===== src/shared/dcpwm_defs.svh =====
// Constants of the dual channel PWM remap block: offsets, field positions, reset values.
// Assumes an 8-bit APB byte address and 32-bit data; included by bare name.
`ifndef DCPWM_DEFS_SVH
`define DCPWM_DEFS_SVH

// Control block indices; the byte address is four times the index.
`define DCPWM_CB_CTRL_IDX      1
`define DCPWM_CB_PTR_IDX       2
`define DCPWM_CB_ADD_IDX       4
`define DCPWM_CB1_BASE_IDX     8

// Byte addresses of the remaining registers; pointers use the same map.
`define DCPWM_ASSERT_TIME_ADDR   8'h40
`define DCPWM_DEASSERT_TIME_ADDR 8'h44
`define DCPWM_CH0_CTRL_ADDR      8'h48
`define DCPWM_CH1_CTRL_ADDR      8'h4c
`define DCPWM_TIMER_CTRL_ADDR    8'h50
`define DCPWM_TIMER_VALUE_ADDR   8'h54
`define DCPWM_SERVICE_SEL_ADDR   8'h58
`define DCPWM_SERVER_EN_ADDR     8'h5c
`define DCPWM_PIN_DIR_ADDR       8'h60
`define DCPWM_PIN_FUNC_ADDR      8'h64
`define DCPWM_PIN_VAL_ADDR       8'h68
`define DCPWM_STATUS_ADDR        8'h6c
`define DCPWM_SCRATCH_TOP        3'h4
`define DCPWM_SCRATCH_WORDS      8

// Service control byte fields.
`define DCPWM_MODE_LSB   5
`define DCPWM_MODE_PWM   3'h2
`define DCPWM_METHOD_BIT 1
`define DCPWM_FLAG_BIT   0
`define DCPWM_CTRL_MASK  8'he3

// Channel control fields.
`define DCPWM_CCTL_REMAP_BIT 8
`define DCPWM_CCTL_CMP_BIT   6
`define DCPWM_CCTL_SET_BIT   5
`define DCPWM_CCTL_CLR_BIT   4
`define DCPWM_CCTL_REEN_BIT  3

// Timer control fields.
`define DCPWM_TCTL_EN_BIT    7
`define DCPWM_TCTL_UP_BIT    6

// Service select bits per channel and status fields.
`define DCPWM_SEL_ASSERT_BIT   4
`define DCPWM_SEL_DEASSERT_BIT 3
`define DCPWM_STAT_LEVEL_BIT   4
`define DCPWM_STAT_BUSY_BIT    5

// Reset values.
`define DCPWM_RST_PIN_DIR 2'h3
`define DCPWM_RST_PIN_VAL 2'h3
`define DCPWM_RST_OE_N    2'h3

`endif


===== src/shared/dcpwm_pkg.sv =====
// Types of the dual channel PWM remap block: server states and module state records.
// Assumes dcpwm_defs.svh is on the include path.
`include "dcpwm_defs.svh"

package dcpwm_pkg;

  // Transaction server states, one-hot.
  typedef enum logic [2:0] {
    DCPWM_SRV_IDLE  = 3'b001,
    DCPWM_SRV_READ  = 3'b010,
    DCPWM_SRV_WRITE = 3'b100
  } dcpwm_srv_e;

  // State of the prescaled timer.
  typedef struct packed {
    logic [15:0] count;
    logic [6:0]  presc;
    logic        tick;
  } dcpwm_timer_s;

  // State of one compare channel.
  typedef struct packed {
    logic match;
  } dcpwm_cmp_s;

  // State of the core.
  typedef struct packed {
    logic [1:0][7:0]                         cb_ctrl;
    logic [1:0][15:0]                        cb_ptr;
    logic [1:0][15:0]                        cb_add;
    logic [1:0][15:0]                        ev_time;
    logic [1:0][8:0]                         ch_ctrl;
    logic [7:0]                              tctl;
    logic [7:0]                              sel;
    logic                                    srv_en;
    logic [1:0]                              pin_dir;
    logic [1:0]                              pin_func;
    logic [1:0]                              pin_val;
    logic [1:0]                              pend;
    logic [1:0]                              srv_req;
    dcpwm_srv_e                              srv_state;
    logic                                    srv_ch;
    logic [15:0]                             srv_word;
    logic [`DCPWM_SCRATCH_WORDS-1:0][15:0]   scratch;
    logic                                    pwm_level;
    logic [1:0]                              pin_out;
    logic [1:0]                              pin_oe_n;
    logic [1:0]                              match_req;
    logic                                    pready;
    logic                                    pslverr;
    logic [31:0]                             prdata;
    logic                                    timer_load;
    logic [15:0]                             timer_load_val;
  } dcpwm_core_s;

endpackage : dcpwm_pkg


===== src/rtl/dcpwm_timer.sv =====
// Free-running 16-bit timer with a power-of-two prescaler and up or down count.
// Assumes controls come from registers in the same clock domain.
module dcpwm_timer import dcpwm_pkg::*; (
  // Clock and reset.
  input  wire logic        ref_clk,
  input  wire logic        reset_n,
  // Control.
  input  wire logic        enable,
  input  wire logic        count_up,
  input  wire logic [2:0]  presc_sel,
  input  wire logic        load,
  input  wire logic [15:0] load_value,
  // Timer value and update strobe.
  output logic      [15:0] count,
  output logic             tick
);

  dcpwm_timer_s s;
  dcpwm_timer_s next_s;
  logic [6:0]   limit;

  // Prescaler wraps after two to the power of the select, then steps the count.
  always_comb begin
    limit  = 7'((8'h01 << presc_sel) - 8'h01);
    next_s = s;
    next_s.tick = 1'b0;
    if (load) begin
      next_s.count = load_value;
      next_s.presc = 7'h00;
    end else if (enable) begin
      if (s.presc >= limit) begin
        next_s.presc = 7'h00;
        next_s.count = count_up ? s.count + 16'h0001 : s.count - 16'h0001; // Wraps modulo 2^16.
        next_s.tick  = 1'b1;
      end else begin
        next_s.presc = s.presc + 7'h01;
      end
    end
  end

  // State register.
  always_ff @(posedge ref_clk or negedge reset_n) begin
    if (!reset_n) begin
      s <= '0;
    end else begin
      s <= next_s;
    end
  end

  assign count = s.count;
  assign tick  = s.tick;

endmodule : dcpwm_timer


===== src/rtl/dcpwm_compare.sv =====
// One compare channel: flags a match when the timer steps onto the event time.
// Assumes count and tick change together, one cycle after the timer steps.
module dcpwm_compare import dcpwm_pkg::*; #(
  parameter int WIDTH = 16
) (
  // Clock and reset.
  input  wire logic             ref_clk,
  input  wire logic             reset_n,
  // Timer and channel setup.
  input  wire logic             tick,
  input  wire logic [WIDTH-1:0] count,
  input  wire logic [WIDTH-1:0] event_time,
  input  wire logic             enable,
  // Match pulse.
  output logic                  match
);

  dcpwm_cmp_s s;
  dcpwm_cmp_s next_s;

  // Only a fresh timer value can match, so a stopped timer never repeats a match.
  always_comb begin
    next_s       = s;
    next_s.match = tick && enable && (count == event_time);
  end

  // State register.
  always_ff @(posedge ref_clk or negedge reset_n) begin
    if (!reset_n) begin
      s <= '0;
    end else begin
      s <= next_s;
    end
  end

  assign match = s.match;

endmodule : dcpwm_compare


===== src/rtl/dcpwm_core.sv =====
// Dual channel PWM generator with a read-add-write transaction server, APB slave.
// Assumes APB signals synchronous to ref_clk and pin_in already synchronous.
//
// What this block does
// - Mode field 010 selects waveform service.
// - Remap always adds the single period addend.
// - Flag still inverts after every service cycle.
// - Written flag bit sets its starting value.
// - Reading flag returns its present hardware value.
// - Pointer may address either event time or a scratch word; other page-zero locations read as zero and are not written.
// - Block holds control, pointer, addend at 1,2,4.
// - Each match service adds period to event time.
// - First channel sets output, second clears; both request.
// - One request per channel per period.
// - Output stays high until deassert match.
// - Assert channel pin stays plain port pin.
// - Service reads target, adds, writes back.
`include "dcpwm_defs.svh"
module dcpwm_core import dcpwm_pkg::*; (
  // Clock and reset.
  input  wire logic        ref_clk,
  input  wire logic        reset_n,
  // APB slave.
  input  wire logic        psel,
  input  wire logic        penable,
  input  wire logic        pwrite,
  input  wire logic [7:0]  paddr,
  input  wire logic [31:0] pwdata,
  output logic             pready,
  output logic [31:0]      prdata,
  output logic             pslverr,
  // Port pins: bit 0 is the plain pin, bit 1 the waveform pin.
  input  wire logic [1:0]  pin_in,
  output logic      [1:0]  pin_out,
  output logic      [1:0]  pin_oe_n,
  // Compare match requests, one pulse per match.
  output logic      [1:0]  match_req
);

  dcpwm_core_s s;
  dcpwm_core_s next_s;
  logic [15:0] timer_count;
  logic        timer_tick;
  logic [1:0]  match;

  // Byte address of a control block field.
  function automatic logic [7:0] cb_addr(input int c, input int idx);
    cb_addr = 8'((idx + c * `DCPWM_CB1_BASE_IDX) * 4);
  endfunction : cb_addr

  // True when a control block asks for remap waveform service.
  function automatic logic mode_ok(input logic [7:0] ctrl);
    mode_ok = (ctrl[7:`DCPWM_MODE_LSB] == `DCPWM_MODE_PWM) && !ctrl[`DCPWM_METHOD_BIT];
  endfunction : mode_ok

  // Word seen by the server at a pointer; outside page zero it reads as zero.
  function automatic logic [15:0] tgt_read(input dcpwm_core_s st, input logic [15:0] ptr);
    tgt_read = 16'h0000;
    if (ptr[15:8] != 8'h00) begin
      tgt_read = 16'h0000;
    end else if (ptr[7:0] == `DCPWM_ASSERT_TIME_ADDR) begin
      tgt_read = st.ev_time[0];
    end else if (ptr[7:0] == `DCPWM_DEASSERT_TIME_ADDR) begin
      tgt_read = st.ev_time[1];
    end else if (ptr[7:5] == `DCPWM_SCRATCH_TOP) begin
      tgt_read = st.scratch[ptr[4:2]];
    end
  endfunction : tgt_read

  // Shared timer.
  dcpwm_timer u_timer (
    .ref_clk    (ref_clk),
    .reset_n    (reset_n),
    .enable     (s.tctl[`DCPWM_TCTL_EN_BIT]),
    .count_up   (s.tctl[`DCPWM_TCTL_UP_BIT]),
    .presc_sel  (s.tctl[2:0]),
    .load       (s.timer_load),
    .load_value (s.timer_load_val),
    .count      (timer_count),
    .tick       (timer_tick)
  );

  // One compare unit per channel.
  for (genvar g = 0; g < 2; g++) begin : g_cmp
    dcpwm_compare #(.WIDTH(16)) u_cmp (
      .ref_clk    (ref_clk),
      .reset_n    (reset_n),
      .tick       (timer_tick),
      .count      (timer_count),
      .event_time (s.ev_time[g]),
      .enable     (s.ch_ctrl[g][`DCPWM_CCTL_CMP_BIT]),
      .match      (match[g])
    );
  end

  // Next state: bus writes first, then the server, then match events, so that
  // hardware updates win over a software write landing in the same cycle.
  always_comb begin
    logic [31:0] rd;
    logic        hit;
    logic        wr;
    logic        ch;
    logic [15:0] sum;
    logic [15:0] ptr;
    logic        set_any;
    logic        clr_any;
    logic        drive0;
    logic        drive1;
    rd      = 32'h0000_0000;
    hit     = 1'b0;
    wr      = psel && penable && s.pready && pwrite;
    ch      = s.srv_ch;
    sum     = 16'h0000;
    ptr     = s.cb_ptr[s.srv_ch];
    set_any = 1'b0;
    clr_any = 1'b0;
    drive0  = 1'b0;
    drive1  = 1'b0;
    next_s  = s;
    next_s.pready     = 1'b0;
    next_s.pslverr    = 1'b0;
    next_s.timer_load = 1'b0;
    next_s.match_req  = match;

    // Control blocks; reserved control byte bits read as zero.
    for (int c = 0; c < 2; c++) begin
      if (paddr == cb_addr(c, `DCPWM_CB_CTRL_IDX)) begin
        hit = 1'b1;
        rd  = {24'h000000, s.cb_ctrl[c]}; // Present flag value.
        if (wr) begin
          next_s.cb_ctrl[c] = pwdata[7:0] & `DCPWM_CTRL_MASK; // Seeds the flag.
        end
      end
      if (paddr == cb_addr(c, `DCPWM_CB_PTR_IDX)) begin
        hit = 1'b1;
        rd  = {16'h0000, s.cb_ptr[c]};
        if (wr) begin
          next_s.cb_ptr[c] = pwdata[15:0];
        end
      end
      if (paddr == cb_addr(c, `DCPWM_CB_ADD_IDX)) begin
        hit = 1'b1;
        rd  = {16'h0000, s.cb_add[c]};
        if (wr) begin
          next_s.cb_add[c] = pwdata[15:0];
        end
      end
    end

    // Remaining registers.
    if (paddr == `DCPWM_ASSERT_TIME_ADDR) begin
      hit = 1'b1;
      rd  = {16'h0000, s.ev_time[0]};
      if (wr) next_s.ev_time[0] = pwdata[15:0];
    end else if (paddr == `DCPWM_DEASSERT_TIME_ADDR) begin
      hit = 1'b1;
      rd  = {16'h0000, s.ev_time[1]};
      if (wr) next_s.ev_time[1] = pwdata[15:0];
    end else if (paddr == `DCPWM_CH0_CTRL_ADDR) begin
      hit = 1'b1;
      rd  = {23'h000000, s.ch_ctrl[0]};
      if (wr) next_s.ch_ctrl[0] = pwdata[8:0];
    end else if (paddr == `DCPWM_CH1_CTRL_ADDR) begin
      hit = 1'b1;
      rd  = {23'h000000, s.ch_ctrl[1]};
      if (wr) next_s.ch_ctrl[1] = pwdata[8:0];
    end else if (paddr == `DCPWM_TIMER_CTRL_ADDR) begin
      hit = 1'b1;
      rd  = {24'h000000, s.tctl};
      if (wr) next_s.tctl = pwdata[7:0];
    end else if (paddr == `DCPWM_TIMER_VALUE_ADDR) begin
      hit = 1'b1;
      rd  = {16'h0000, timer_count};
      if (wr) begin
        next_s.timer_load     = 1'b1; // Preload, such as all ones before the start.
        next_s.timer_load_val = pwdata[15:0];
      end
    end else if (paddr == `DCPWM_SERVICE_SEL_ADDR) begin
      hit = 1'b1;
      rd  = {24'h000000, s.sel};
      if (wr) next_s.sel = pwdata[7:0];
    end else if (paddr == `DCPWM_SERVER_EN_ADDR) begin
      hit = 1'b1;
      rd  = {31'h00000000, s.srv_en};
      if (wr) next_s.srv_en = pwdata[0];
    end else if (paddr == `DCPWM_PIN_DIR_ADDR) begin
      hit = 1'b1;
      rd  = {30'h00000000, s.pin_dir};
      if (wr) next_s.pin_dir = pwdata[1:0];
    end else if (paddr == `DCPWM_PIN_FUNC_ADDR) begin
      hit = 1'b1;
      rd  = {30'h00000000, s.pin_func};
      if (wr) next_s.pin_func = pwdata[1:0];
    end else if (paddr == `DCPWM_PIN_VAL_ADDR) begin
      hit = 1'b1;
      rd  = {30'h00000000, s.pin_val};
      if (wr) next_s.pin_val = pwdata[1:0];
    end else if (paddr == `DCPWM_STATUS_ADDR) begin
      hit = 1'b1;
      rd  = {24'h000000, pin_in, (s.srv_state != DCPWM_SRV_IDLE), s.pwm_level, 2'h0, s.pend};
      if (wr) next_s.pend = s.pend & ~pwdata[1:0]; // Write one to clear.
    end else if (paddr[7:5] == `DCPWM_SCRATCH_TOP) begin
      hit = 1'b1;
      rd  = {16'h0000, s.scratch[paddr[4:2]]};
      if (wr) next_s.scratch[paddr[4:2]] = pwdata[15:0];
    end

    // Read data is captured in the setup cycle; the answer always takes one cycle.
    if (psel && !penable) begin
      next_s.pready  = 1'b1;
      next_s.prdata  = rd;
      next_s.pslverr = !hit;
    end

    // Transaction server: the assert channel wins when both wait.
    case (s.srv_state)
      DCPWM_SRV_IDLE: begin
        if (s.srv_req != 2'h0) begin
          ch = !s.srv_req[0];
          next_s.srv_ch      = ch;
          next_s.srv_req[ch] = 1'b0;
          if (mode_ok(s.cb_ctrl[ch])) begin
            next_s.srv_state = DCPWM_SRV_READ; // Other modes are dropped.
          end
        end
      end
      DCPWM_SRV_READ: begin
        next_s.srv_word  = tgt_read(s, ptr);
        next_s.srv_state = DCPWM_SRV_WRITE;
      end
      DCPWM_SRV_WRITE: begin
        // The flag never picks the addend here.
        sum = 16'(s.srv_word + s.cb_add[ch]);
        if (ptr[15:8] == 8'h00) begin
          if (ptr[7:0] == `DCPWM_ASSERT_TIME_ADDR) begin
            next_s.ev_time[0] = sum;
          end else if (ptr[7:0] == `DCPWM_DEASSERT_TIME_ADDR) begin
            next_s.ev_time[1] = sum;
          end else if (ptr[7:5] == `DCPWM_SCRATCH_TOP) begin
            next_s.scratch[ptr[4:2]] = sum;
          end
        end
        next_s.cb_ctrl[ch][`DCPWM_FLAG_BIT] = !s.cb_ctrl[ch][`DCPWM_FLAG_BIT];
        next_s.srv_state = DCPWM_SRV_IDLE;
      end
      default: begin
        next_s.srv_state = DCPWM_SRV_IDLE;
      end
    endcase

    // Match events: route to the server or leave a normal request pending.
    for (int c = 0; c < 2; c++) begin
      if (match[c]) begin
        if (!s.ch_ctrl[c][`DCPWM_CCTL_REEN_BIT]) begin
          next_s.ch_ctrl[c][`DCPWM_CCTL_CMP_BIT] = 1'b0;
        end
        if (s.srv_en && s.sel[c == 0 ? `DCPWM_SEL_ASSERT_BIT : `DCPWM_SEL_DEASSERT_BIT]) begin
          next_s.srv_req[c] = 1'b1;
        end else begin
          next_s.pend[c] = 1'b1; // Set wins over a clear.
        end
        set_any = set_any || s.ch_ctrl[c][`DCPWM_CCTL_SET_BIT];
        clr_any = clr_any || s.ch_ctrl[c][`DCPWM_CCTL_CLR_BIT];
      end
    end

    // Waveform level; while the pin is a port pin its data presets the level.
    if (!s.pin_func[1]) begin
      next_s.pwm_level = s.pin_val[1];
    end else if (clr_any) begin
      next_s.pwm_level = 1'b0; // Clear wins so coincident edges give zero duty.
    end else if (set_any) begin
      next_s.pwm_level = 1'b1; // Held until the next clearing match.
    end

    // Pins; with the direction bit set a pin is open drain and only pulls low.
    drive0 = s.pin_val[0]; // The assert channel owns no pin.
    drive1 = s.pin_func[1] ? s.pwm_level : s.pin_val[1];
    next_s.pin_out  = {drive1, drive0};
    next_s.pin_oe_n = {s.pin_dir[1] && drive1, s.pin_dir[0] && drive0};
  end

  // State register.
  always_ff @(posedge ref_clk or negedge reset_n) begin
    if (!reset_n) begin
      s           <= '0;
      s.srv_state <= DCPWM_SRV_IDLE;
      s.pin_dir   <= `DCPWM_RST_PIN_DIR;
      s.pin_val   <= `DCPWM_RST_PIN_VAL;
      s.pin_oe_n  <= `DCPWM_RST_OE_N;
    end else begin
      s <= next_s;
    end
  end

  assign pready    = s.pready;
  assign prdata    = s.prdata;
  assign pslverr   = s.pslverr;
  assign pin_out   = s.pin_out;
  assign pin_oe_n  = s.pin_oe_n;
  assign match_req = s.match_req;
endmodule : dcpwm_core


===== config.mk =====
export PLATFORM = sky130hd
export DESIGN_NAME = dcpwm_core
export DESIGN_NICKNAME = d
export VERILOG_FILES = /design/src/shared/dcpwm_pkg.sv /design/src/rtl/dcpwm_timer.sv /design/src/rtl/dcpwm_compare.sv /design/src/rtl/dcpwm_core.sv
export VERILOG_INCLUDE_DIRS = /design/src /design/src/shared
export SDC_FILE = /design/constraint.sdc
export NUM_CORES = 1
export LEC_CHECK = 0
export ABC_CLOCK_PERIOD_IN_PS = 5450
export BUFFER_PORTS_ARGS = -buffer_cell sky130_fd_sc_hd__buf_2
export CAP_MARGIN = 20
export CORE_MARGIN = 2
export CORE_UTILIZATION = 40
export DETAILED_ROUTE_END_ITERATION = 6
export GPL_ROUTABILITY_DRIVEN = 0
export GPL_TIMING_DRIVEN = 1
export MAX_ROUTING_LAYER = met4
export PLACE_DENSITY = 0.54
export SLEW_MARGIN = 40
export SYNTH_ARGS = -nofsm -noshare
export SYNTH_HDL_FRONTEND = slang
export SYNTH_SLANG_ARGS = --single-unit

===== constraint.sdc =====
create_clock -name ref_clk -period 5.45 [get_ports ref_clk]
set_input_delay 0.2725 -clock ref_clk [delete_from_list [all_inputs] [get_ports ref_clk]]
set_output_delay 0.2725 -clock ref_clk [all_outputs]
set_load 0.05 [all_outputs]

Yosys cells after proc, flatten, opt, wreduce, memory -nomap -nowiden
Index checks and enable logic that the tools add are counted.
{ "classes": {"n_addsub": 5, "magnitude_cmp": 9, "eq_ne": 32, "shifts": 1, "muxes": 168, "bitwise": 14, "n_reduce_logical": 45} }
{ "ops": {"columns": ["cell", "count"], "rows": [
  ["2-to-1 mux 128 bit", 19],
  ["2-to-1 mux 32 bit", 19],
  ["2-to-1 mux 16 bit", 24],
  ["bitwise mux 128 bit", 2],
  ["2-to-1 mux 17 bit", 9],
  ["== test 8 x 7 -> 1 bit, second input constant", 14],
  ["binary-select mux 16 bit (select 3 bit)", 2],
  ["demux 16 bit (select 3 bit)", 2],
  ["2-to-1 mux 8 bit", 12],
  ["2-to-1 mux 41 bit", 2],
  ["2-to-1 mux 25 bit", 2],
  ["2-to-1 mux 1 bit", 47],
  ["2-to-1 mux 34 bit", 1],
  ["== test 16 bit", 2],
  ["2-to-1 mux 7 bit", 4],
  ["2-to-1 mux 9 bit", 3],
  ["== test 8 x 6 -> 1 bit, second input constant", 3],
  ["2-to-1 mux 24 bit", 1],
  ["2-to-1 mux 23 bit", 1],
  ["2-to-1 mux 2 bit", 10],
  ["logical AND 1 bit", 17],
  ["adder 16 x 1 -> 16 bit, second input constant", 1],
  ["adder 16 bit", 1],
  ["bitwise mux 16 bit", 1],
  ["other kinds (41)", 75]
]} }
{ "word_totals": {"register_bits": 389, "in_bits": 47, "out_inout_bits": 40, "elab_cells": 319} }

Longest topological paths before layout
Gate-level depths: netlist (run 1).
{ "logic_depth": {"depth_word": 25, "mapped_depth": 14, "depth_no_buf": 12} }

Modules after synthesis
From an unflattened synthesis (run 1), not the netlist that was laid out.
{ "unflattened": {"hier_cells": 2319, "hier_area_um2": 22919.5} }
{ "modules_own_cells": {"columns": ["module", "n_inst", "cells_per_inst", "area_per_inst_um2", "seq_area_each_um2"], "rows": [
  ["dcpwm_core", 1, 2001, 20251.9, 8692.1],
  ["dcpwm_timer", 1, 272, 2249.7, 600.6],
  ["dcpwm_compare", 2, 23, 209.0, 25.0]
]} }

Least setup slack after synthesis (run 1)
Ideal clock, no wire load.
{ "synth_timing": {"path_kind": "reg2reg", "startpoint": "register s[202] in the netlist's numbering", "endpoint": "register s[105] in the netlist's numbering", "setup_ns": 0.144, "arrival_ns": 3.684, "t_required_ns": 5.306, "setup_slack_ns": 1.622, "stages_incl_launch_ff": 15, "path_buffers": 3, "period_less_slack_ns": 3.828, "path_cell_list": "dfrtp_1 -> buf_2 -> buf_1 -> clkbuf_1 -> mux2i_1 -> inv_1 -> ha_1 -> a21o_1 -> a21oi_1 -> o21ai_1 -> a2111oi_2 -> nor3_1 -> a41oi_2 -> mux2i_2 -> o31ai_1"} }
{ "synth_lines": {"columns": ["element", "line_no", "rtl"], "rows": [
  ["start, declared", "dcpwm_core.sv:40", "dcpwm_core_s s;"],
  ["start signal, assigned", "dcpwm_core.sv:292", "s <= next_s;"]
]} }

==> load_flow_metrics.sql, run 1 <==
INSERT INTO impl_metrics (metric_group, metric, value, unit) VALUES
('finish', 'area.growth.synth_to_final', '11.6', '%'),
('die', 'starting_density', '0.403', ''),
('run_status', 'outcome', 'finished clean', ''),
('finish', 'post_route_cells_drive_above_1_share', '0.208', ''),
('synth', 'mappedNetlistArea', '0.0221', 'mm²'),
('clock_tree', 'cts.root.buffer_cell', 'sky130_fd_sc_hd__clkbuf_16', ''),
('finish', 'final_net_count', '2327', ''),
('routing', 'wl_per_cell', '25.9', 'µm'),
('sta', 'rsz0062_at_grt', 'false', ''),
('sta', 'final_max_slew_viol_count', '0', ''),
('routing', 'routed-via-count', '18073', ''),
('grt', 'grt_first_pass_wirelength', '115', 'mm'),
('pwr', 'power_per_cell_area', '261', 'mW/mm²'),
('die', 'placementRows', '86', ''),
('routing', 'firstDrtPassIters', '6', ''),
('sta', 'tightest_slew', '0.891', 'ns'),
('sta', 'setup_total_negative_slack', '0', 'ns'),
('synth', 'yosys_warnings', '0', ''),
('grt', 'maximum_number_of_pins_on_one_net_before_global_route_repair', '149', ''),
('grt', 'global_route.overflow_total', '0', ''),
('die', 'die-area', '0.0573', 'mm²'),
('sta', 'slew-limit-headroom', '0.395', ''),
('grt', 'via_count_of_the_first_global_routing_pass', '17230', ''),
('synth', 'postSynthCellCount', '2259', ''),
('die', 'fp.dieH', '239', 'µm'),
('routing', 'detail_route.vias_per_cell', '6.06', ''),
('grt', 'grt_antenna_before_repair', '2', ''),
('worst_setup_path', 'critPathLaunchType', 'register', ''),
('worst_setup_path', 'timing_worst_setup_path_type', 'reg -> reg', ''),
('die', 'die_width', '239', 'µm'),
('place', 'worst_slack_after_detailed_placement', '1.40', 'ns'),
('sta', 'max_freq', '248', 'MHz'),
('worst_setup_path', 'crit_path_max_fanout', '14', ''),
('synth', 'synth_seq_area_share', '0.422', ''),
('clock_tree', 'insertion_delay', '0.60', 'ns'),
('clock_tree', 'htree_levels', '2', ''),
('sta', 'setup_violation_total_in_the_final_timing_report', '0', ''),
('clock_tree', 'clk_pin_slew', '0.06', 'ns'),
('synth', 'synth_enable_flop_cells', '0', ''),
('sta', 'hold_viol', '0', ''),
('synth', 'synth_cell_types', '94', ''),
('finish', 'layout.cell_area.non_filler', '0.0247', 'mm²'),
('die', 'fp.coreArea', '0.0549', 'mm²'),
('sta', 'min_period', '4.03', 'ns'),
('routing', 'totalWireLength', '77.1', 'mm'),
('hold_path', 'path_category_of_the_worst_min_delay_check', 'in -> reg', ''),
('synth', 'dominantRegCellSynth', 'sky130_fd_sc_hd__dfrtp_1', ''),
('worst_setup_path', 'endpoint_kind', 'register', ''),
('place', 'placedInstanceArea', '0.0231', 'mm²'),
('synth', 'async_reset_ff_frac', '1.00', ''),
('sta', 'finalCritPeriodShare', '0.739', ''),
('routing', 'detail-route-antenna-nets', '0', ''),
('finish', 'fill_cells', '5174', ''),
('flow_run', 'cap_viol_max_count', '0', ''),
('worst_setup_path', 'cp.required', '5.90', 'ns'),
('pwr', 'cellLeakagePower', '10.9', 'nW'),
('synth', 'synth.ff_latch_count', '373', ''),
('pwr', 'vdd_drop_max', '0.192', 'mV'),
('clock_tree', 'tritoncts', 'yes', ''),
('grt', 'grt_use_total', '0.278', ''),
('worst_setup_path', 'critPathArrivalTime', '4.48', 'ns'),
('sta', 'post-route-worst-setup-slack', '1.42', 'ns'),
('sta', 'fin_worst_skew', '0.0332', 'ns'),
('routing', 'detail_route.iter0.violations', '1886', ''),
('clock_tree', 'clock_path_buffers', '3', ''),
('die', 'io_pins', '87', ''),
('place', 'io_buffer_count', '54', ''),
('clock_tree', 'cts-buffers-inserted', '45', ''),
('synth', 'syn-mean-instance-area', '9.80', 'µm²'),
('routing', 'detail_route.drc_violations', '0', ''),
('place', 'post_dp_hpwl', '51.6', 'mm'),
('clock_tree', 'cts.sink_count', '373', '');
[routing by layer]
metal / global-route usage / routed length, µm / vias to the layer above / part of all wire
met5: - / 0 / - / 0
met4: 0.102 / 3090 / 0 / 0.040
met3: 0.0423 / 5580 / 169 / 0.072
met2: 0.417 / 34700 / 784 / 0.45
met1: 0.382 / 33700 / 9021 / 0.44
li1: - / - / 8099 / -
[report_power, final]
part | internal [mW] | total (mW) | switching, mW | leakage, nW
sequential | 2.81 | 2.83 | 0.0289 | 4.33
clock | 1.96 | 3.20 | 1.25 | 0.779
combinational | 0.101 | 0.418 | 0.317 | 5.81
[kinds of logic (layout without fill, tap and decap cells)]
logic type               Yosys count  after routing  share of synthesized area
flip-flops                       373            373                      0.422
buffers and inverters            221            222                     0.0472
adder cells (fa/ha/maj)           39             39                     0.0227
AO/OA/AOI/OAI                    517            517                      0.146
other                              1             17                   0.000169
XOR/XNOR                          56             56                     0.0222
multiplexers                     360            360                      0.193
AND/OR/NAND/NOR                  692            692                      0.147
[worst paths after layout]
| check | startpoint | end | slack, ns | cells past startpoint |
|---|---|---|---|---|
| worst max-delay path | s[202]$_DFFE_PN0P_ | s[153]$_DFF_PN0_ | 1.42 | 12 |
| worst min-delay path | paddr[6] | pslverr$_DFF_PN0_ | 0.17 | 3 |
| worst max register to register | s[202]$_DFFE_PN0P_ | s[153]$_DFF_PN0_ | 1.42 | 12 |
| worst min register to register | next_s[55]$_DFFE_PN1P_ | pin_out[0]$_DFF_PN0_ | 0.42 | 0 |
| max in group asynchronous | reset_n | s[151]$_DFF_PN0_ | 3.83 | 4 |
| min in group asynchronous | reset_n | u_timer.s[3]$_DFFE_PN0P_ | 0.28 | 2 |
[sequential cells by signal, indices dropped and copies added, names as in the netlist, named ones only]
signal	count
u_timer.s	7
match_req	2
u_timer.count	16
g_cmp.u_cmp.match	2
prdata	16
s	308
next_s	1
pin_out	2
pready	1
pin_oe_n	2
pslverr	1
u_timer.tick	1
[layout make-up]
class                      instances  area, µm²  share of cell area
antenna                            1       2.50            0.000101
clock buffer                      67       1360              0.0550
clock inverter                    14        206             0.00835
inverter                          26       97.6             0.00395
multi-input combinational       1680      12000               0.486
sequential                       373       9340               0.378
tap                              704        881              0.0356
timing repair buffer             115        812              0.0329
[what timing repair did]
item / in CTS / in global routing
hold buffers: 1 / 0
buffers inserted: 0 / 0
endpoints found under the hold margin: 73 / 0
endpoints found under the setup margin: 0 / 0
resized for setup: 0 / 0
[cell usage in the layout, fill, tap and decap left out, types with 9 or more instances in the layout]
master and count:
sky130_fd_sc_hd__conb_1 16, sky130_fd_sc_hd__clkbuf_16 46, sky130_fd_sc_hd__a211oi_1 19, sky130_fd_sc_hd__nand2_1 291
sky130_fd_sc_hd__and2_1 14, sky130_fd_sc_hd__a22oi_1 26, sky130_fd_sc_hd__o21ai_0 68, sky130_fd_sc_hd__buf_4 56
sky130_fd_sc_hd__a21oi_1 166, sky130_fd_sc_hd__clkbuf_8 13, sky130_fd_sc_hd__mux4_2 33, sky130_fd_sc_hd__a31oi_1 27
sky130_fd_sc_hd__a221oi_1 11, sky130_fd_sc_hd__nand3_1 55, sky130_fd_sc_hd__mux2_1 27, sky130_fd_sc_hd__buf_2 52
sky130_fd_sc_hd__a32oi_1 14, sky130_fd_sc_hd__dfrtp_1 366, sky130_fd_sc_hd__a222oi_1 13, sky130_fd_sc_hd__nor2_1 173
sky130_fd_sc_hd__o211ai_1 13, sky130_fd_sc_hd__nor2b_1 26, sky130_fd_sc_hd__nor3_1 23, sky130_fd_sc_hd__xnor2_1 33
sky130_fd_sc_hd__mux2i_1 122, sky130_fd_sc_hd__nand2b_1 9, sky130_fd_sc_hd__xor2_1 14, sky130_fd_sc_hd__mux2_2 175
sky130_fd_sc_hd__inv_1 22, sky130_fd_sc_hd__o21ai_1 79, sky130_fd_sc_hd__ha_1 37, sky130_fd_sc_hd__o31ai_1 10
[synthesized netlist by cell type (28+ instances only)]
library cell               instances  share of area
sky130_fd_sc_hd__buf_2            52          0.012
sky130_fd_sc_hd__buf_4            40          0.014
sky130_fd_sc_hd__a21oi_1         166          0.038
sky130_fd_sc_hd__o21ai_1          79          0.018
sky130_fd_sc_hd__clkbuf_1         95          0.016
sky130_fd_sc_hd__o21ai_0          68          0.015
sky130_fd_sc_hd__mux2i_1         124          0.056
sky130_fd_sc_hd__dfrtp_1         366           0.41
sky130_fd_sc_hd__nor2_1          175          0.030
sky130_fd_sc_hd__mux2_2          175          0.089
sky130_fd_sc_hd__a31oi_1          28         0.0079
sky130_fd_sc_hd__ha_1             37          0.021
sky130_fd_sc_hd__mux4_2           33          0.034
sky130_fd_sc_hd__nand3_1          55          0.012
sky130_fd_sc_hd__nand2_1         292          0.050
sky130_fd_sc_hd__xnor2_1          38          0.015
[critical path, stage by stage (launching register included)]
cell,delay [ns]
sky130_fd_sc_hd__dfrtp_1,0.34
sky130_fd_sc_hd__buf_4,0.26
sky130_fd_sc_hd__mux2i_1,0.38
sky130_fd_sc_hd__inv_1,0.09
sky130_fd_sc_hd__ha_1,0.28
sky130_fd_sc_hd__a21o_1,0.10
sky130_fd_sc_hd__a21oi_1,0.12
sky130_fd_sc_hd__o21ai_1,0.30
sky130_fd_sc_hd__a2111oi_2,0.12
sky130_fd_sc_hd__nor3_1,0.70
sky130_fd_sc_hd__a41oi_2,0.26
sky130_fd_sc_hd__mux2i_2,0.76
sky130_fd_sc_hd__o31ai_1,0.15
[through the flow]
step | instances | power [mW] | util | hold slack (ns)
after global placement | 2893 | 3.29 | 0.418 | 0.323
after global routing | 2980 | 6.66 | 0.450 | 0.217
after detailed placement | 2895 | 3.30 | 0.420 | 0.324
final | 2980 | 6.45 | 0.450 | 0.173
after CTS | 2977 | 6.50 | 0.449 | 0.137
after floorplan | 2274 | 3.13 | - | -0.0231
(Power assumes the default switching activity.)
==> inputs of run 2 (changes only) <==
Settings changed: ABC_AREA set to 1, ABC_CLOCK_PERIOD_IN_PS 5450 to 3350, PLACE_DENSITY 0.54 to 0.56.
Clock period 5.45 ns to 3.35 ns, I/O delays scaled along.
==> run 2 against run 1 <==
- the run now ends with design-rule violations left
- hold slack worse by 0.12 ns
- flip-flop and latch count stayed put
- sequential share of layout area grew 0.20 points
- design area decreased by 0.53%
- wire length increased by 14%
- clock-buffer cell count up 7
- utilization up 0.56 points
- maximum frequency up 27%
- final cell count is 22% higher
- global-route usage grew 4.0 points
- synthesized area down 1.2%
==> load_flow_metrics.sql, run 2 <==
INSERT INTO impl_metrics (metric_group, metric, value, unit) VALUES
('synth', 'synth_enable_flop_cells', '0', ''),
('worst_setup_path', 'endpoint_kind', 'register', ''),
('place', 'worst_slack_after_detailed_placement', '0.222', 'ns'),
('finish', 'final_net_count', '2978', ''),
('pwr', 'cellLeakagePower', '11.7', 'nW'),
('pwr', 'vdd_drop_max', '0.376', 'mV'),
('sta', 'fin_worst_skew', '0.0221', 'ns'),
('clock_tree', 'htree_levels', '2', ''),
('synth', 'yosys-top-cells-count', 'sky130_fd_sc_hd__nand2_1, sky130_fd_sc_hd__o21ai_0, sky130_fd_sc_hd__dfrtp_1', ''),
('worst_setup_path', 'minimum_setup_slack_among_reg_to_reg_paths', '0.18', 'ns'),
('finish', 'mostFrequentLayoutCells', 'sky130_fd_sc_hd__nand2_1, sky130_fd_sc_hd__o21ai_0, sky130_fd_sc_hd__dfrtp_1, sky130_fd_sc_hd__inv_1, sky130_fd_sc_hd__nor2_1', ''),
('routing', 'totalWireLength', '88.0', 'mm'),
('synth', 'synth.ff_latch_count', '373', ''),
('finish', 'final_core_util', '0.456', ''),
('finish', 'instances_no_fill', '3626', ''),
('synth', 'syn-mean-instance-area', '7.64', 'µm²'),
('sta', 'min_period', '3.17', 'ns'),
('die', 'io_pins', '87', ''),
('clock_tree', 'tritoncts', 'yes', ''),
('pwr', 'power_switching', '2.94', 'mW'),
('die', 'starting_density', '0.406', ''),
('finish', 'final_common_cell', 'sky130_fd_sc_hd__nand2_1', ''),
('synth', 'yosys_warnings', '0', ''),
('worst_setup_path', 'critPathTopFamily', 'compound AO/OA/AOI/OAI gates', ''),
('routing', 'detail-route-antenna-nets', '0', ''),
('worst_setup_path', 'timing_worst_setup_path_type', 'reg -> reg', ''),
('clock_tree', 'cts.sink_count', '373', ''),
('clock_tree', 'cts.root.buffer_cell', 'sky130_fd_sc_hd__clkbuf_16', ''),
('finish', 'post_route_cells_drive_above_1_share', '0.109', ''),
('routing', 'routed-via-count', '21614', ''),
('routing', 'wl_per_cell', '24.3', 'µm'),
('routing', 'detail_route.iter0.violations', '2882', ''),
('synth', 'dominantRegCellSynth', 'sky130_fd_sc_hd__dfrtp_1', ''),
('worst_setup_path', 'crit-reg2reg-launch', 's[202]$_DFFE_PN0P_', ''),
('synth', 'synth.largest_area_cell', 'sky130_fd_sc_hd__dfrtp_1', ''),
('sta', 'setup_total_negative_slack', '0', 'ns'),
('hold_path', 'timing.hold.worst.start', 'pwdata[15]', ''),
('routing', 'firstDrtPassIters', '7', ''),
('worst_setup_path', 'timing.critical_path.slowest_cell_delay', '0.46', 'ns'),
('hold_path', 'hold_path_end', 's[282]$_DFF_PN0_', ''),
('finish', 'largest_register_ffs', '308', ''),
('die', 'fp.coreArea', '0.0539', 'mm²'),
('clock_tree', 'clk_pin_slew', '0.06', 'ns'),
('finish', 'area.growth.synth_to_final', '12.4', '%'),
('synth', 'mappedNetlistArea', '0.0219', 'mm²'),
('sta', 'max_freq', '316', 'MHz'),
('clock_tree', 'clock_path_buffers', '3', ''),
('worst_setup_path', 'cp.required', '3.85', 'ns'),
('die', 'die_width', '238', 'µm'),
('sta', 'final_max_slew_viol_count', '0', ''),
('grt', 'grt_first_pass_wirelength', '131', 'mm'),
('place', 'placedInstanceArea', '0.0229', 'mm²'),
('synth', 'synth_seq_area_share', '0.427', ''),
('place', 'placedCellCount', '3528', ''),
('worst_setup_path', 'cp_slowest_cell', 'sky130_fd_sc_hd__fa_1', ''),
('synth', 'synth_cell_types', '59', ''),
('finish', 'layout.cell_area.non_filler', '0.0246', 'mm²'),
('worst_setup_path', 'crit_start', 's[202]$_DFFE_PN0P_', ''),
('die', 'die-area', '0.0566', 'mm²'),
('routing', 'detail_route.drc_violations', '4', ''),
('sta', 'setup_violation_total_in_the_final_timing_report', '0', ''),
('sta', 'post-route-worst-setup-slack', '0.184', 'ns'),
('synth', 'synthMostInstantiatedCell', 'sky130_fd_sc_hd__nand2_1', ''),
('die', 'placementRows', '85', ''),
('place', 'post_dp_hpwl', '62.1', 'mm'),
('pwr', 'p_clk_frac', '0.472', ''),
('pwr', 'swShare', '0.272', ''),
('worst_setup_path', 'crit_path_frequent_cell', 'sky130_fd_sc_hd__inv_1', ''),
('worst_setup_path', 'critPathLaunchType', 'register', ''),
('synth', 'async_reset_ff_frac', '1.00', ''),
('worst_setup_path', 'crit_buf_inv', '4', ''),
('sta', 'tightest_slew', '0.879', 'ns'),
('grt', 'maximum_number_of_pins_on_one_net_before_global_route_repair', '102', ''),
('grt', 'global_route.overflow_total', '0', ''),
('run_status', 'outcome', 'complete, but fails checks', ''),
('pwr', 'power.internal', '7.87', 'mW'),
('worst_setup_path', 'critical_path.cell_chain', 'buf_4 > o21ai_0 > ha_1 > inv_1 > fa_1 > inv_1 > a31oi_1 > o21bai_1 > nand2_1 > nand2_1 > a21oi_1 > xor2_1 > inv_1 > o21ai_0', ''),
('worst_setup_path', 'crit_path_max_fanout', '17', ''),
('grt', 'grt_antenna_before_repair', '1', ''),
('sta', 'finalCritPeriodShare', '0.945', ''),
('synth', 'netlist.area_leader.share', '0.419', ''),
('worst_setup_path', 'r2r_path_end', 's[277]$_DFF_PN0_', ''),
('die', 'fp.dieH', '238', 'µm'),
('routing', 'detail_route.vias_per_cell', '5.96', ''),
('worst_setup_path', 'rr_worst_depth', '14', ''),
('hold_path', 'path_category_of_the_worst_min_delay_check', 'in -> reg', ''),
('grt', 'grt_use_total', '0.318', ''),
('sta', 'hold_viol', '0', ''),
('sta', 'rsz0062_at_grt', 'false', ''),
('clock_tree', 'cts-buffers-inserted', '45', ''),
('hold_path', 'hold-path-cell-count', '5', ''),
('synth', 'yosys-top-cells-area', 'sky130_fd_sc_hd__dfrtp_1, sky130_fd_sc_hd__nand2_1, sky130_fd_sc_hd__o21ai_0', ''),
('pwr', 'logic_gate_share_of_total_power', '0.095', ''),
('pwr', 'power_per_cell_area', '440', 'mW/mm²'),
('sta', 'slew-limit-headroom', '0.407', ''),
('pwr', 'power.share.sequential', '0.433', ''),
('place', 'io_buffer_count', '54', ''),
('flow_run', 'cap_viol_max_count', '0', ''),
('synth', 'postSynthCellCount', '2863', ''),
('run_status', 'violated_checks', 'design-rule violations', ''),
('finish', 'max_flop_register', 's', ''),
('clock_tree', 'insertion_delay', '0.60', 'ns'),
('worst_setup_path', 'critPathArrivalTime', '3.67', 'ns'),
('clock_tree', 'post_cts_buffers', '0', ''),
('grt', 'via_count_of_the_first_global_routing_pass', '20104', '');
-- run 2: layout make-up --
class                      count  area [µm²]
fill                        5331       29300
inverter                     260         976
antenna                        2        5.00
sequential                   373        9340
multi-input combinational   2055       10700
timing repair buffer         157        1170
clock buffer                  74        1450
clock inverter                 9        73.8
tap                          696         871
-- run 2: tightest hold or removal path, stage by stage --
cell	delay, ns
sky130_fd_sc_hd__buf_2	0.19
sky130_fd_sc_hd__nand2_1	0.08
sky130_fd_sc_hd__o21ai_0	0.07
sky130_fd_sc_hd__nand2_1	0.05
sky130_fd_sc_hd__o21ai_0	0.06
-- run 2: metrics by stage --
step | hold WS, ns | total power [mW]
after CTS | 0.0243 | 10.8
after detailed placement | 0.162 | 5.75
after global routing | 0.0650 | 11.1
final | 0.0571 | 10.8
after global placement | 0.164 | 5.74
after floorplan | -0.128 | 5.35
-- run 2: metal layers --
layer,share of wire,GRT usage
met1,0.42,0.427
met2,0.44,0.470
met3,0.10,0.0615
met4,0.045,0.135
met5,0,-
-- run 2: logic make-up after synthesis --
| logic type | share of synthesized area |
|---|---|
| flip-flops | 0.427 |
| adder cells (fa/ha/maj) | 0.0230 |
| XOR/XNOR | 0.0104 |
| AND/OR/NAND/NOR | 0.200 |
| buffers and inverters | 0.0885 |
| multiplexers | 0.000458 |
| AO/OA/AOI/OAI | 0.251 |
| other | 0.000171 |
-- run 2: how the worst max path moves through the flow --
stage	to	slack (ns)	cells after the start
2_1_floorplan	s[166]$_DFF_PN0_	0.17	17
3_3_place_gp	s[185]$_DFF_PN0_	0.33	17
3_5_place_dp	s[185]$_DFF_PN0_	0.22	16
4_1_cts	s[185]$_DFF_PN0_	0.22	16
5_1_grt	s[125]$_DFF_PN0_	0.02	9
6_report	s[277]$_DFF_PN0_	0.18	14
-- run 2: power groups by stage --
stage | Clock [mW] | Sequential (mW) | Combinational (mW)
finish | 5.10 | 4.68 | 1.03
global route | 5.33 | 4.68 | 1.12
CTS | 5.14 | 4.68 | 1.01
detailed placement | 0 | 4.76 | 0.997
global placement | 0 | 4.75 | 0.987
floorplan | 0 | 4.72 | 0.632
-- run 2: repair_timing --
item                                    in CTS  in global routing
hold buffers                                13                  0
endpoints found under the hold margin       84                  0
endpoints found under the setup margin       0                  5
resized for setup                            0                  2
==> inputs of run 3 (changes only) <==
Settings changed: REMOVE_ABC_BUFFERS set to 1, SYNTH_HIERARCHICAL set to 1.
==> run 3 against run 2 <==
- the run still ends with design-rule violations left
- hold slack better by 0.074 ns
- synthesized cell count is 6.5% higher
- clock-buffer cell count is 5 higher
- global-route usage is 2.0 points lower
- wire length is 4.6% lower
- sequential share of layout area is 0.77 points lower
- worst setup slack better by 0.097 ns
- flip-flop and latch count stayed put
- combinational power is 13% lower
- synthesized area is 3.0% higher
- clock power is 3% lower
- largest cell class unchanged
==> load_flow_metrics.sql, run 3 <==
INSERT INTO impl_metrics (metric_group, metric, value, unit) VALUES
('grt', 'grt_use_total', '0.298', ''),
('sta', 'finalCritPeriodShare', '0.916', ''),
('finish', 'area.growth.synth_to_final', '11.4', '%'),
('synth', 'synthAdderAreaFrac', '0.0229', ''),
('synth', 'async_reset_ff_frac', '1.00', ''),
('grt', 'maximum_number_of_pins_on_one_net_before_global_route_repair', '76', ''),
('finish', 'largest_register_ffs', '308', ''),
('synth', 'synth_seq_area_share', '0.415', ''),
('finish', 'layout.cell_area.non_filler', '0.0251', 'mm²'),
('clock_tree', 'insertion_delay', '0.60', 'ns'),
('synth', 'synth_enable_flop_cells', '0', ''),
('finish', 'final_net_count', '3148', ''),
('finish', 'mostFrequentLayoutCells', 'sky130_fd_sc_hd__nand2_1, sky130_fd_sc_hd__o21ai_0, sky130_fd_sc_hd__dfrtp_1, sky130_fd_sc_hd__inv_1, sky130_fd_sc_hd__nor2_1', ''),
('routing', 'wl_per_cell', '21.8', 'µm'),
('clock_tree', 'post_cts_buffers', '0', ''),
('place', 'post_dp_hpwl', '59.9', 'mm'),
('synth', 'yosys-top-cells-count', 'sky130_fd_sc_hd__nand2_1, sky130_fd_sc_hd__o21ai_0, sky130_fd_sc_hd__dfrtp_1', ''),
('pwr', 'cellLeakagePower', '12.4', 'nW'),
('pwr', 'power_switching', '2.77', 'mW'),
('grt', 'via_count_of_the_first_global_routing_pass', '20605', ''),
('clock_tree', 'cts-buffers-inserted', '46', ''),
('sta', 'worst_hold_slack', '0.131', 'ns'),
('synth', 'yosys-mux-area-fraction', '0.000999', ''),
('sta', 'final_max_slew_viol_count', '0', ''),
('synth', 'yosys_warnings', '6', ''),
('synth', 'synth_top_family_by_area', 'simple AND/OR/NAND/NOR gates', ''),
('worst_setup_path', 'timing_worst_setup_path_type', 'reg -> reg', ''),
('sta', 'rsz0062_at_grt', 'false', ''),
('grt', 'global_route.overflow_total', '0', ''),
('run_status', 'outcome', 'complete, but fails checks', ''),
('grt', 'grt_first_pass_wirelength', '127', 'mm'),
('sta', 'min_period', '3.07', 'ns'),
('clock_tree', 'clock_path_buffers', '3', ''),
('die', 'die-area', '0.0582', 'mm²'),
('sta', 'max_freq', '326', 'MHz'),
('pwr', 'power.internal', '7.72', 'mW'),
('pwr', 'p_total', '10.5', 'mW'),
('die', 'placementRows', '86', ''),
('finish', 'final_common_cell', 'sky130_fd_sc_hd__nand2_1', ''),
('hold_path', 'path_category_of_the_worst_min_delay_check', 'in -> async', ''),
('synth', 'syn-mean-instance-area', '7.39', 'µm²'),
('clock_tree', 'cts.sink_count', '373', ''),
('synth', 'synth.largest_area_cell', 'sky130_fd_sc_hd__dfrtp_1', ''),
('sta', 'tightest_slew', '0.854', 'ns'),
('die', 'fp.coreArea', '0.0554', 'mm²'),
('sta', 'hold_viol', '0', ''),
('clock_tree', 'cts.root.buffer_cell', 'sky130_fd_sc_hd__clkbuf_16', ''),
('routing', 'totalWireLength', '84.0', 'mm'),
('sta', 'setup_violation_total_in_the_final_timing_report', '0', ''),
('routing', 'detail_route.iter0.violations', '2478', ''),
('worst_setup_path', 'critPathLaunchType', 'register', ''),
('grt', 'grt_antenna_before_repair', '2', ''),
('die', 'die_width', '241', 'µm'),
('routing', 'detail_route.vias_per_cell', '5.67', ''),
('routing', 'firstDrtPassIters', '7', ''),
('pwr', 'swShare', '0.264', ''),
('clock_tree', 'htree_levels', '2', ''),
('sta', 'fin_worst_skew', '0.0228', 'ns'),
('routing', 'routed-via-count', '21802', ''),
('worst_setup_path', 'crit_path_max_fanout', '27', ''),
('synth', 'synthesized_area_fraction_occupied_by_and_or_nand_nor_cells', '0.226', ''),
('flow_run', 'cap_viol_max_count', '0', ''),
('routing', 'detail_route.drc_violations', '2', ''),
('sta', 'setup_total_negative_slack', '0', 'ns'),
('worst_setup_path', 'endpoint_kind', 'register', ''),
('routing', 'detail-route-antenna-nets', '0', ''),
('run_status', 'violated_checks', 'design-rule violations', ''),
('die', 'io_pins', '87', ''),
('pwr', 'power.share.sequential', '0.444', ''),
('synth', 'mappedNetlistArea', '0.0225', 'mm²'),
('die', 'fp.dieH', '241', 'µm');
## run 3: changes by cell type in the layout (fill, tap and decap cells not counted), moves of 9 or more
cell / before / now
sky130_fd_sc_hd__clkbuf_1: 10 / 22
sky130_fd_sc_hd__nor2_2: 4 / 15
sky130_fd_sc_hd__nand4_1: 21 / 31
sky130_fd_sc_hd__inv_1: 232 / 266
sky130_fd_sc_hd__nand2_1: 744 / 847
sky130_fd_sc_hd__o221ai_1: 22 / 4
sky130_fd_sc_hd__o211ai_2: 9 / 0
sky130_fd_sc_hd__a21oi_1: 144 / 121
sky130_fd_sc_hd__buf_4: 83 / 73
sky130_fd_sc_hd__o21ai_0: 385 / 444
sky130_fd_sc_hd__o21ai_2: 22 / 3
sky130_fd_sc_hd__inv_2: 21 / 30
## run 3: path summary, 6_finish.rpt
kind | slack (ns) | cells after the start | endpoint | startpoint
min reg2reg | 0.43 | 0 | pin_out[0]$_DFF_PN0_ | next_s[55]$_DFFE_PN1P_
max reg2reg | 0.28 | 14 | s[282]$_DFF_PN0_ | s[202]$_DFFE_PN0P_
max in group asynchronous | 2.20 | 4 | pin_oe_n[1]$_DFF_PN1_ | reset_n
min | 0.13 | 2 | u_timer/count[13]$_DFFE_PN0P_ | reset_n
max | 0.28 | 14 | s[282]$_DFF_PN0_ | s[202]$_DFFE_PN0P_
min in group ref_clk | 0.15 | 6 | prdata[6]$_DFFE_PN0P_ | pin_in[0]
## run 3: cells by family (layout without fill, tap and decap cells)
family	count (synthesis)	count (layout)
DFF	373	373
xor gates and xnor gates	25	25
and+or+nand+nor	1206	1206
other	1	18
AOI/OAI and AO/OA	893	893
muxes	2	2
adders and majority gates	40	40
buffers and inverters	510	543
## run 3: repair_timing
item / CTS / global route
gates resized for setup: 0 / 1
setup endpoints to repair: 0 / 2
hold buffers: 19 / 0
endpoints found under the hold margin: 177 / 0
## run 3: per-stage QoR
| step | cells | util | setup slack [ns] |
|---|---|---|---|
| 6_report | 3848 | 0.453 | 0.281 |
| 5_1_grt | 3848 | 0.453 | 0.0994 |
| 4_1_cts | 3846 | 0.453 | 0.193 |
| 3_5_place_dp | 3742 | 0.423 | 0.207 |
| 3_3_place_gp | 3741 | 0.422 | 0.272 |
| 2_1_floorplan | 2858 | - | 0.0432 |
## run 3: final cells by class
type / count / area (µm²)
Fill cell: 5623 / 30300
Multi-Input combinational cell: 2182 / 11000
Sequential cell: 373 / 9340
Clock buffer: 79 / 1400
Timing Repair Buffer: 155 / 1210
Inverter: 303 / 1140
Tap cell: 748 / 936
Clock inverter: 6 / 77.6
Antenna cell: 2 / 5.00
## run 3: per-layer routing
metal,vias to the layer above,track usage,wire length (µm)
li1,10165,-,-
met1,10379,0.384,34900
met2,1046,0.470,38600
met3,212,0.0533,7270
met4,0,0.110,3250
met5,-,-,0
## run 3: power groups by stage
stage | clock network [mW] | logic, mW | registers (mW)
finish | 4.94 | 0.894 | 4.66
global route | 5.20 | 0.985 | 4.67
CTS | 5.05 | 0.888 | 4.66
detailed placement | 0 | 0.868 | 4.74
global placement | 0 | 0.852 | 4.73
floorplan | 0 | 0.417 | 4.79
## run 3: worst max-delay path, stage by stage (launching register included)
cell and delay, ns:
sky130_fd_sc_hd__dfrtp_2 0.49, sky130_fd_sc_hd__buf_4 0.33, sky130_fd_sc_hd__nand2_1 0.09, sky130_fd_sc_hd__nand2_1 0.08, sky130_fd_sc_hd__ha_1 0.27, sky130_fd_sc_hd__a21oi_1 0.15, sky130_fd_sc_hd__nand2_1 0.10, sky130_fd_sc_hd__a21oi_1 0.23
sky130_fd_sc_hd__o21ai_1 0.17, sky130_fd_sc_hd__nand3_1 0.11, sky130_fd_sc_hd__nand4_1 0.09, sky130_fd_sc_hd__or2_2 0.29, sky130_fd_sc_hd__nand2_1 0.22, sky130_fd_sc_hd__inv_1 0.15, sky130_fd_sc_hd__o21ai_0 0.20
